File: src/design/wds_pkg.sv
// Shared constants and carrier types for the watchdog and clock supervisor.
package wds_pkg;

    // ********************************************************
    // Clock and timing.
    // ********************************************************
    localparam int CLK_NS      = 50;
    // Reset-output pulse: a least time, so it rounds up to whole cycles.
    localparam int RESET_OUTPUT_PIN_NS   = 1000;
    localparam int RESET_OUTPUT_PIN_CYC  = (RESET_OUTPUT_PIN_NS + CLK_NS - 1) / CLK_NS;
    localparam logic [4:0] RESET_OUTPUT_PIN_LOAD = RESET_OUTPUT_PIN_CYC[4:0];
    // Link edges counted without any oscillator edge before failure is declared.
    localparam logic [3:0] OSC_MISS_LIMIT = 4'h8;

    // ********************************************************
    // Register map, byte addresses.
    // ********************************************************
    localparam int AW = 12;
    localparam logic [AW-1:0] OFS_CTRL   = 12'h000;
    localparam logic [AW-1:0] OFS_RELOAD = 12'h004;
    localparam logic [AW-1:0] OFS_CMD    = 12'h008;
    localparam logic [AW-1:0] OFS_STAT   = 12'h00c;

    // Control register fields.
    localparam int CTRL_WDT_DIS = 0;
    localparam int CTRL_PSEL    = 1;
    localparam int CTRL_OWD_DIS = 3;
    localparam int CTRL_PRESC   = 4;
    // Command register fields (write-one actions).
    localparam int CMD_SERVICE  = 0;
    localparam int CMD_END_OF_INIT_INSTRUCTION    = 1;
    // Status register fields; the counter sits in bits 15:0.
    localparam int STAT_INIT    = 16;
    localparam int STAT_FAIL    = 17;
    localparam int STAT_WDRST   = 18;
    localparam int STAT_WDT_EN  = 19;

    // Count clock divider selection; reset gives 5.24 ms at a 25 MHz system clock.
    typedef enum logic [1:0] {
        WDS_DIV2   = 2'b00,
        WDS_DIV4   = 2'b01,
        WDS_DIV128 = 2'b10,
        WDS_DIV256 = 2'b11
    } wds_div_e;

    localparam wds_div_e   PSEL_RST   = WDS_DIV2;
    localparam logic [7:0] RELOAD_RST = 8'h00;
    localparam logic [7:0] MASK_DIV2   = 8'h01;
    localparam logic [7:0] MASK_DIV4   = 8'h03;
    localparam logic [7:0] MASK_DIV128 = 8'h7f;
    localparam logic [7:0] MASK_DIV256 = 8'hff;
    localparam logic [15:0] CNT_MAX    = 16'hffff;

    localparam logic [1:0] RESP_OKAY   = 2'b00;
    localparam logic [1:0] RESP_SLVERR = 2'b10;

    // ********************************************************
    // AXI4-Lite carriers.
    // ********************************************************
    typedef struct packed {
        logic          awvalid;
        logic [AW-1:0] awaddr;
        logic          wvalid;
        logic [31:0]   wdata;
        logic [3:0]    wstrb;
        logic          bready;
        logic          arvalid;
        logic [AW-1:0] araddr;
        logic          rready;
    } wds_axi_req_s;

    typedef struct packed {
        logic        awready;
        logic        wready;
        logic        bvalid;
        logic [1:0]  bresp;
        logic        arready;
        logic        rvalid;
        logic [31:0] rdata;
        logic [1:0]  rresp;
    } wds_axi_rsp_s;

endpackage

File: src/design/wds_sync.sv
// Two-flop synchronisers for pins that arrive from outside the clock domain.
`timescale 1ns/100ps
module wds_sync #(
    parameter int WIDTH = 3
) (
    input  wire logic             aclk,
    input  wire logic [WIDTH-1:0] async_in,
    output logic      [WIDTH-1:0] sync_out
);

    logic [WIDTH-1:0] meta_reg;

    // ********************************************************
    // One chain per bit; the first stage feeds only the second.
    // ********************************************************
    for (genvar i = 0; i < WIDTH; i++) begin : g_bit
        always_ff @(posedge aclk) begin
            meta_reg[i] <= async_in[i];
            sync_out[i] <= meta_reg[i];
        end
    end

endmodule

File: src/design/wds_top.sv
// Watchdog counter and oscillator supervisor with an AXI4-Lite register port.
`timescale 1ns/100ps
// How it works
// Watchdog runs after reset; disable accepted only before end of init.
// Counter overflow raises internal reset and drives reset output low.
// 16-bit up-counter ticking at system clock divided by 2, 4, 128 or 256.
// Each service without a same-cycle overflow loads the counter high byte from the reload value.
// Each service also clears the counter low byte.
// Reset divider and reload give 5.24 ms at a 25 MHz clock.
// Oscillator edges are checked against independent link clock edges.
// Missing oscillator edges raise the request and switch the CPU to link clock.
// Direct mode uses link base clock; prescaler mode divides it by two.
// Switch back to oscillator happens only through a hardware reset.
// Supervisor disabled: link clock idle, oscillator clock used, no requests; an earlier switch to link clock is kept.
// Disable bit loads the inverted read-strobe level when reset ends.
// External logic holds read strobe low in reset to disable the supervisor.
module wds_top (
    input  wire logic                  aclk,
    input  wire logic                  aresetn,
    input  wire wds_pkg::wds_axi_req_s axi_req,
    output wds_pkg::wds_axi_rsp_s      axi_rsp,
    input  wire logic                  osc_clk_in,
    input  wire logic                  pll_clk_in,
    input  wire logic                  read_strobe_in,
    output logic                       reset_output_pin_n,
    output logic                       internal_reset,
    output logic                       supervisor_irq,
    output logic                       pll_enable,
    output logic                       cpu_clk_pll,
    output logic                       pll_div2
);
    import wds_pkg::*;

    typedef struct packed {
        wds_axi_rsp_s  rsp;
        logic          aw_have;
        logic [AW-1:0] aw_addr;
        logic          w_have;
        logic [31:0]   w_data;
        logic [3:0]    w_strb;
        logic [7:0]    pre;
        logic [15:0]   cnt;
        wds_div_e      psel;
        logic [7:0]    reload;
        logic          wdt_en;
        logic          init_done;
        logic          wd_rst_flag;
        logic [4:0]    rst_cnt;
        logic          int_rst;
        logic          owd_dis;
        logic          presc_mode;
        logic          strap_pend;
        logic          osc_last;
        logic          pll_last;
        logic [3:0]    miss;
        logic          clk_pll;
        logic          irq;
        logic          rst_out_n;
        logic          pll_en;
        logic          div2;
    } wds_state_s;

    wds_state_s r;
    wds_state_s n;

    logic [2:0] pins_s;
    logic       osc_s;
    logic       pll_s;
    logic       rd_s;
    logic [7:0] pre_mask;
    logic       tick;
    logic       ovf;
    logic       wr_fire;
    logic       service;
    logic       fail_det;
    logic [31:0] rd_word;
    logic       rd_ok;

    // ********************************************************
    // Pin synchronisers.
    // ********************************************************
    wds_sync #(.WIDTH(3)) u_sync (
        .aclk     (aclk),
        .async_in ({read_strobe_in, pll_clk_in, osc_clk_in}),
        .sync_out (pins_s)
    );
    assign osc_s = pins_s[0];
    assign pll_s = pins_s[1];
    assign rd_s  = pins_s[2];

    // ********************************************************
    // Count clock divider and overflow detect.
    // ********************************************************
    // The enable pulse comes once every 2, 4, 128 or 256 cycles.
    always_comb begin
        unique case (r.psel)
            WDS_DIV2:   pre_mask = MASK_DIV2;
            WDS_DIV4:   pre_mask = MASK_DIV4;
            WDS_DIV128: pre_mask = MASK_DIV128;
            WDS_DIV256: pre_mask = MASK_DIV256;
        endcase
    end
    assign tick    = ((r.pre & pre_mask) == pre_mask);
    assign ovf     = r.wdt_en && tick && (r.cnt == CNT_MAX);
    assign wr_fire = r.aw_have && r.w_have && !r.rsp.bvalid;
    assign service = wr_fire && (r.aw_addr == OFS_CMD) && r.w_strb[0]
                     && r.w_data[CMD_SERVICE];
    // A link edge with no oscillator edge for too long means a dead oscillator.
    assign fail_det = !r.owd_dis && !r.clk_pll && (r.miss == OSC_MISS_LIMIT);

    // ********************************************************
    // Read data mux; unmapped addresses answer with an error.
    // ********************************************************
    always_comb begin
        rd_word = 32'h0000_0000;
        rd_ok   = 1'b1;
        unique case (r.rsp.arready ? axi_req.araddr : OFS_STAT)
            OFS_CTRL: begin
                rd_word[CTRL_WDT_DIS]         = !r.wdt_en;
                rd_word[CTRL_PSEL +: 2]       = r.psel;
                rd_word[CTRL_OWD_DIS]         = r.owd_dis;
                rd_word[CTRL_PRESC]           = r.presc_mode;
            end
            OFS_RELOAD: rd_word[7:0] = r.reload;
            OFS_CMD:    rd_word = 32'h0000_0000;
            OFS_STAT: begin
                rd_word[15:0]       = r.cnt;
                rd_word[STAT_INIT]  = r.init_done;
                rd_word[STAT_FAIL]  = r.clk_pll;
                rd_word[STAT_WDRST] = r.wd_rst_flag;
                rd_word[STAT_WDT_EN] = r.wdt_en;
            end
            default: rd_ok = 1'b0;
        endcase
    end

    // ********************************************************
    // Next-state logic.
    // ********************************************************
    always_comb begin
        n = r;
        n.int_rst = 1'b0;
        n.irq     = 1'b0;
        n.pre     = r.pre + 8'h01;
        n.osc_last = osc_s;
        n.pll_last = pll_s;

        // Write channel: address and data are taken in either order.
        if (axi_req.awvalid && r.rsp.awready) begin
            n.aw_have = 1'b1;
            n.aw_addr = axi_req.awaddr;
        end
        if (axi_req.wvalid && r.rsp.wready) begin
            n.w_have = 1'b1;
            n.w_data = axi_req.wdata;
            n.w_strb = axi_req.wstrb;
        end
        if (wr_fire) begin
            n.aw_have    = 1'b0;
            n.w_have     = 1'b0;
            n.rsp.bvalid = 1'b1;
            n.rsp.bresp  = (r.aw_addr == OFS_CTRL || r.aw_addr == OFS_RELOAD
                            || r.aw_addr == OFS_CMD) ? RESP_OKAY : RESP_SLVERR;
            if (r.w_strb[0]) begin
                unique case (r.aw_addr)
                    OFS_CTRL: begin
                        // Disabling is locked out once initialisation ends.
                        if (!r.init_done && r.w_data[CTRL_WDT_DIS]) begin
                            n.wdt_en = 1'b0;
                        end
                        n.psel       = wds_div_e'(r.w_data[CTRL_PSEL +: 2]);
                        n.owd_dis    = r.w_data[CTRL_OWD_DIS];
                        n.presc_mode = r.w_data[CTRL_PRESC];
                    end
                    OFS_RELOAD: n.reload = r.w_data[7:0];
                    OFS_CMD: begin
                        if (r.w_data[CMD_END_OF_INIT_INSTRUCTION]) begin
                            n.init_done = 1'b1;
                        end
                    end
                    default: n.reload = r.reload;
                endcase
            end
        end
        if (r.rsp.bvalid && axi_req.bready) begin
            n.rsp.bvalid = 1'b0;
        end
        n.rsp.awready = !n.aw_have && !n.rsp.bvalid;
        n.rsp.wready  = !n.w_have && !n.rsp.bvalid;

        // Read channel: one read in flight, answered on the next cycle.
        if (axi_req.arvalid && r.rsp.arready) begin
            n.rsp.arready = 1'b0;
            n.rsp.rvalid  = 1'b1;
            n.rsp.rdata   = rd_word;
            n.rsp.rresp   = rd_ok ? RESP_OKAY : RESP_SLVERR;
        end
        if (r.rsp.rvalid && axi_req.rready) begin
            n.rsp.rvalid  = 1'b0;
            n.rsp.arready = 1'b1;
        end

        // Watchdog counter: service wins over a tick in the same cycle unless that tick overflows.
        if (service) begin
            n.cnt = {r.reload, 8'h00};
        end else if (r.wdt_en && tick) begin
            n.cnt = r.cnt + 16'h0001;
        end

        // Reset-output pulse count.
        if (r.rst_cnt != 5'h00) begin
            n.rst_cnt = r.rst_cnt - 5'h01;
        end

        // Oscillator supervision, counting link edges between oscillator edges.
        if (osc_s != r.osc_last) begin
            n.miss = 4'h0;
        end else if (pll_s && !r.pll_last && r.miss != OSC_MISS_LIMIT) begin
            n.miss = r.miss + 4'h1;
        end
        if (fail_det) begin
            n.clk_pll = 1'b1;
            n.irq     = 1'b1;
        end

        // Strap catch on the first cycle after reset release.
        if (r.strap_pend) begin
            n.strap_pend = 1'b0;
            n.owd_dis    = !rd_s;
        end

        // Overflow acts as a hardware reset of the supervised chip.
        if (ovf) begin
            n.int_rst     = 1'b1;
            n.rst_cnt     = RESET_OUTPUT_PIN_LOAD;
            n.wd_rst_flag = 1'b1;
            n.cnt         = 16'h0000;
            n.pre         = 8'h00;
            n.wdt_en      = 1'b1;
            n.init_done   = 1'b0;
            n.psel        = PSEL_RST;
            n.reload      = RELOAD_RST;
            n.clk_pll     = 1'b0;
            n.miss        = 4'h0;
        end

        // Pin levels are registered from the settled next state so no pin glitches.
        n.rst_out_n = (n.rst_cnt == 5'h00);
        n.pll_en    = !n.owd_dis;
        n.div2      = n.clk_pll && n.presc_mode;
    end

    // ********************************************************
    // State register with synchronous reset.
    // ********************************************************
    always_ff @(posedge aclk) begin
        if (!aresetn) begin
            r               <= '0;
            r.rsp.awready   <= 1'b1;
            r.rsp.wready    <= 1'b1;
            r.rsp.arready   <= 1'b1;
            r.psel          <= PSEL_RST;
            r.reload        <= RELOAD_RST;
            r.wdt_en        <= 1'b1;
            r.strap_pend    <= 1'b1;
            r.rst_out_n     <= 1'b1;
            r.pll_en        <= 1'b1;
        end else begin
            r <= n;
        end
    end

    // ********************************************************
    // Outputs, all taken from the state register.
    // ********************************************************
    assign axi_rsp            = r.rsp;
    assign reset_output_pin_n = r.rst_out_n;
    assign internal_reset     = r.int_rst;
    assign supervisor_irq     = r.irq;
    // With supervision off the link clock is idled and no switch-over occurs; an earlier switch-over is kept.
    assign pll_enable  = r.pll_en;
    assign cpu_clk_pll = r.clk_pll;
    // The halved base clock is only meaningful after a switch-over.
    assign pll_div2    = r.div2;

    // ********************************************************
    // Checks.
    // ********************************************************
    a_service_reload: assert property (@(posedge aclk) disable iff (!aresetn)
        service && !ovf |=> r.cnt == {$past(r.reload), 8'h00})
        else $error("Service did not load reload byte with zero low byte.");

    a_count_step: assert property (@(posedge aclk) disable iff (!aresetn)
        r.wdt_en && tick && !service && !ovf |=> r.cnt == $past(r.cnt) + 16'h0001)
        else $error("Watchdog counter did not advance on a tick.");

    a_div2_ticks: assert property (@(posedge aclk) disable iff (!aresetn)
        r.psel == WDS_DIV2 && tick |=> !tick)
        else $error("Divide-by-two enable came on two cycles running.");

    a_ovf_reset_output_pin: assert property (@(posedge aclk) disable iff (!aresetn)
        ovf |=> internal_reset && !reset_output_pin_n ##1 !reset_output_pin_n[*8])
        else $error("Overflow did not hold the reset output low.");

    a_disable_lock: assert property (@(posedge aclk) disable iff (!aresetn)
        r.init_done && r.wdt_en |=> r.wdt_en)
        else $error("Watchdog was disabled after end of initialisation.");

    a_reset_defaults: assert property (@(posedge aclk)
        $rose(aresetn) |-> r.psel == PSEL_RST && r.reload == RELOAD_RST && r.wdt_en)
        else $error("Watchdog reset settings are wrong.");

    a_osc_switch: assert property (@(posedge aclk) disable iff (!aresetn)
        fail_det |=> cpu_clk_pll && supervisor_irq ##1 !supervisor_irq)
        else $error("Oscillator loss did not switch clock and raise request.");

    a_switch_stays: assert property (@(posedge aclk) disable iff (!aresetn)
        cpu_clk_pll && !ovf |=> cpu_clk_pll)
        else $error("Clock switched back without a reset.");

    a_owd_quiet: assert property (@(posedge aclk) disable iff (!aresetn)
        r.owd_dis && $past(r.owd_dis) |-> !supervisor_irq && !pll_enable)
        else $error("Disabled supervisor raised a request or ran the link clock.");

    a_pll_div: assert property (@(posedge aclk) disable iff (!aresetn)
        cpu_clk_pll |-> pll_div2 == r.presc_mode)
        else $error("Switched clock division does not follow the mode.");

    a_strap_load: assert property (@(posedge aclk) disable iff (!aresetn)
        r.strap_pend |=> r.owd_dis == !$past(rd_s))
        else $error("Supervisor disable did not take the inverted strobe level.");

endmodule

File: config.mk
export PLATFORM = sky130hd
export DESIGN_NAME = wds_top
export DESIGN_NICKNAME = d
export VERILOG_FILES = /design/src/design/wds_pkg.sv /design/src/design/wds_sync.sv /design/src/design/wds_top.sv
export SDC_FILE = /design/constraint.sdc
export NUM_CORES = 1
export LEC_CHECK = 0
export ABC_AREA = 1
export BUFFER_PORTS_ARGS = -buffer_cell sky130_fd_sc_hd__buf_4
export CAP_MARGIN = 10
export CORE_MARGIN = 4
export CORE_UTILIZATION = 54
export DETAILED_ROUTE_END_ITERATION = 10
export GPL_TIMING_DRIVEN = 1
export PLACE_DENSITY = 0.8
export SETUP_SLACK_MARGIN = 0.05
export SLEW_MARGIN = 5
export SYNTH_ARGS = -nofsm -noshare
export SYNTH_HDL_FRONTEND = slang
export SYNTH_SLANG_ARGS = --single-unit
File: constraint.sdc
create_clock -name aclk -period 1.9 [get_ports aclk]
set_clock_uncertainty 0.2 [all_clocks]
set_input_delay 0.095 -clock aclk [delete_from_list [all_inputs] [get_ports aclk]]
set_output_delay 0.095 -clock aclk [all_outputs]
set_load 0.01 [all_outputs]
==> reports/metrics.cfg <==
[power]
totalPowerFinal_mw=6.71
p_leak_nw=3.08
clockPowerShare=0.443
p_sw_frac=0.288
p_seq_frac=0.396
power_density_nw_per_um2=928
cellInternalPower_mw=4.77
power.switching_mw=1.93
ir_drop_mv=0.874
pwr-share-comb=0.161

[sta]
finalSetupViolCount=3
fmax_mhz=519
final-hold-violation-count=0
max_slew.worst_pin.slew_ps=648
slew_violations=0
layout_setup_ws_ps=-26.7
slew_headroom=0.567
rsz0062_at_grt=yes
finalCritPeriodShare=1.01
post-route-min-period_ps=1930

[layout]
layout_commonest_cell=nand2_1
fin_area_um2=7220
diodes=0
multi_input_area_um2=2470
register_area_um2=2270
nets=927
largest-register=r
mostFrequentLayoutCells=138 x nand2_1, 106 x dfxtp_1, 101 x buf_4, 86 x nor2_1, 69 x dlygate4sd3_1
largest_reg_flops=74
drive_gt1_frac=0.227
fill_cells=552
synthToLayoutAreaGrowth_pct=38.6

[worst_hold_path]
hold_class=input pin to flop

[grt]
grt_antenna_before_repair=0
grt_pass1_vias=5296
grt_pass1_wl_um=25000
grtUsageTotal=0.280
grt_max_degree=32
overflow=0

[yosys]
avgSynthCellArea_um2=7.38
ys_ff_latch=113
synth_area_um2=5210
synth.distinct_cells=40
synth_edf_count=0
synthFlopType=dfxtp_1
ys_seq_area_frac=0.434
synth_cells=706
async_flop_share=0
yosys_warnings=0

[critical_path]
worstSetupPathType=input pin to flop
path_max_fanout=3
crit_required_ps=2110
cp-end-kind=flop
start_kind=input pin
critPathArrivalTime_ps=2140

[floorplan]
die_h_um=106
rows=35
coreArea_um2=9330
die_x_um=106
initial_core_util=0.559
dieArea_um2=11300
io_pins=117

[place]
dp_hpwl_um=8890
place_area_um2=5760
numPortBuffers=75
gp_congestion=0.927

[drt]
ant_nets=0
drt-initial-drc-count=544
wire_per_inst_um=16.9
drc=0
dr.pass1.iters=7
wl_um=16800
viasPerCell=5.58
via_count=5543

[clock_tree]
cts_buffer_depth=2
cts_tree=built
htree_num_levels=4
clock_latency_ps=530
clk_pin_slew_ps=60
cts_num_sinks=113
numCtsBuffers=17
cts_root_buf=clkbuf_8

[run_status]
violations=negative setup slack
status=finished with violations

[run]
drv_cap=0

-- cells in the mapped netlist (3+ instances only) --
cell type    n  area, µm²
buf_2       11       55.1
nand4_1     15       93.8
nor2_1      93        349
buf_4       41        308
o21ai_0     46        230
nand2_1    147        552
nand3_1     42        210
nand2_2      3       18.8
inv_1       55        206
nor3_1       9       45.0
xor2_1      11       96.3
buf_6        3       33.8
nor2_2       8       50.1
dfxtp_1    113       2260
a21oi_1     56        280
inv_2        3       11.3
clkbuf_1     8       30.0
ha_1         6       75.1
xnor2_1      6       52.6
o21ai_1      3       15.0
-- worst max-delay path: stages --
cell	delay, ps
dlygate4sd3_1	560
buf_4	150
nor2_1	210
nand2_2	160
nor2_4	160
nand2_2	80
dlygate4sd3_1	570
nand4_1	100
a21oi_1	70
-- cell families after synthesis --
kind of cell / count (synthesis) / synth area share
compound gates: 112 / 0.110
xor+xnor: 17 / 0.0286
fa+ha+maj: 6 / 0.0144
buf+inv: 124 / 0.126
flops: 113 / 0.434
other cells: 1 / 0.000720
simple gates: 333 / 0.285
-- what timing repair did --
action,4_1_cts,5_1_grt
setup endpoints to repair,0,58
hold endpoints to repair,60,3
setup buffers,0,7
hold buffers,69,1
resized for setup,0,49
-- power groups by stage --
stage / Combinational [mW] / Clock, mW / Sequential, mW
floorplan: 0.619 / 0 / 2.66
global placement: 0.781 / 0 / 2.67
detailed placement: 0.819 / 0 / 2.68
CTS: 0.948 / 2.94 / 2.63
global route: 1.19 / 3.10 / 2.67
finish: 1.08 / 2.97 / 2.65
-- per-layer routing --
| metal | wire, µm | track usage | up-vias |
|---|---|---|---|
| li1 | - | - | 2522 |
| met1 | 6240 | 0.309 | 2577 |
| met2 | 8260 | 0.485 | 333 |
| met3 | 1330 | 0.0656 | 111 |
| met4 | 978 | 0.170 | 0 |
| met5 | 0 | 0 | - |
-- final timing paths --
check	from	to	slack [ps]	cells past startpoint
setup / recovery	axi_req[8]	axi_rsp[1]$_SDFFE_PN0P_	-30	9
hold / removal	pll_clk_in	u_sync.meta_reg[1]$_DFF_P_	50	2
setup reg to reg	axi_rsp[35]$_SDFFE_PP1P_	axi_rsp[8]$_SDFFE_PN0P_	-10	8
hold reg to reg	u_sync.meta_reg[2]$_DFF_P_	u_sync.sync_out[2]$_DFF_P_	130	0
-- per-stage QoR --
step / TNS (ps) / instances / setup slack [ps] / util / hold WS, ps
after CTS: 0 / 986 / 97.8 / 0.750 / 3.35
final: -48.2 / 993 / -26.7 / 0.774 / 46.1
after detailed placement: 0 / 885 / 133 / 0.617 / 0.610
after global placement: 0 / 885 / 157 / 0.617 / 0.341
after floorplan: 0 / 719 / 242 / - / -77.3
after global routing: -319 / 993 / -94.8 / 0.774 / 58.2
-- layout make-up --
type                       count  share of cell area
multi-input combinational    482               0.342
timing repair buffer         176               0.212
clock inverter                14              0.0184
tap                          129              0.0223
inverter                      61              0.0327
sequential                   113               0.314
clock buffer                  18              0.0579
Power figures use the tool's default switching activity.
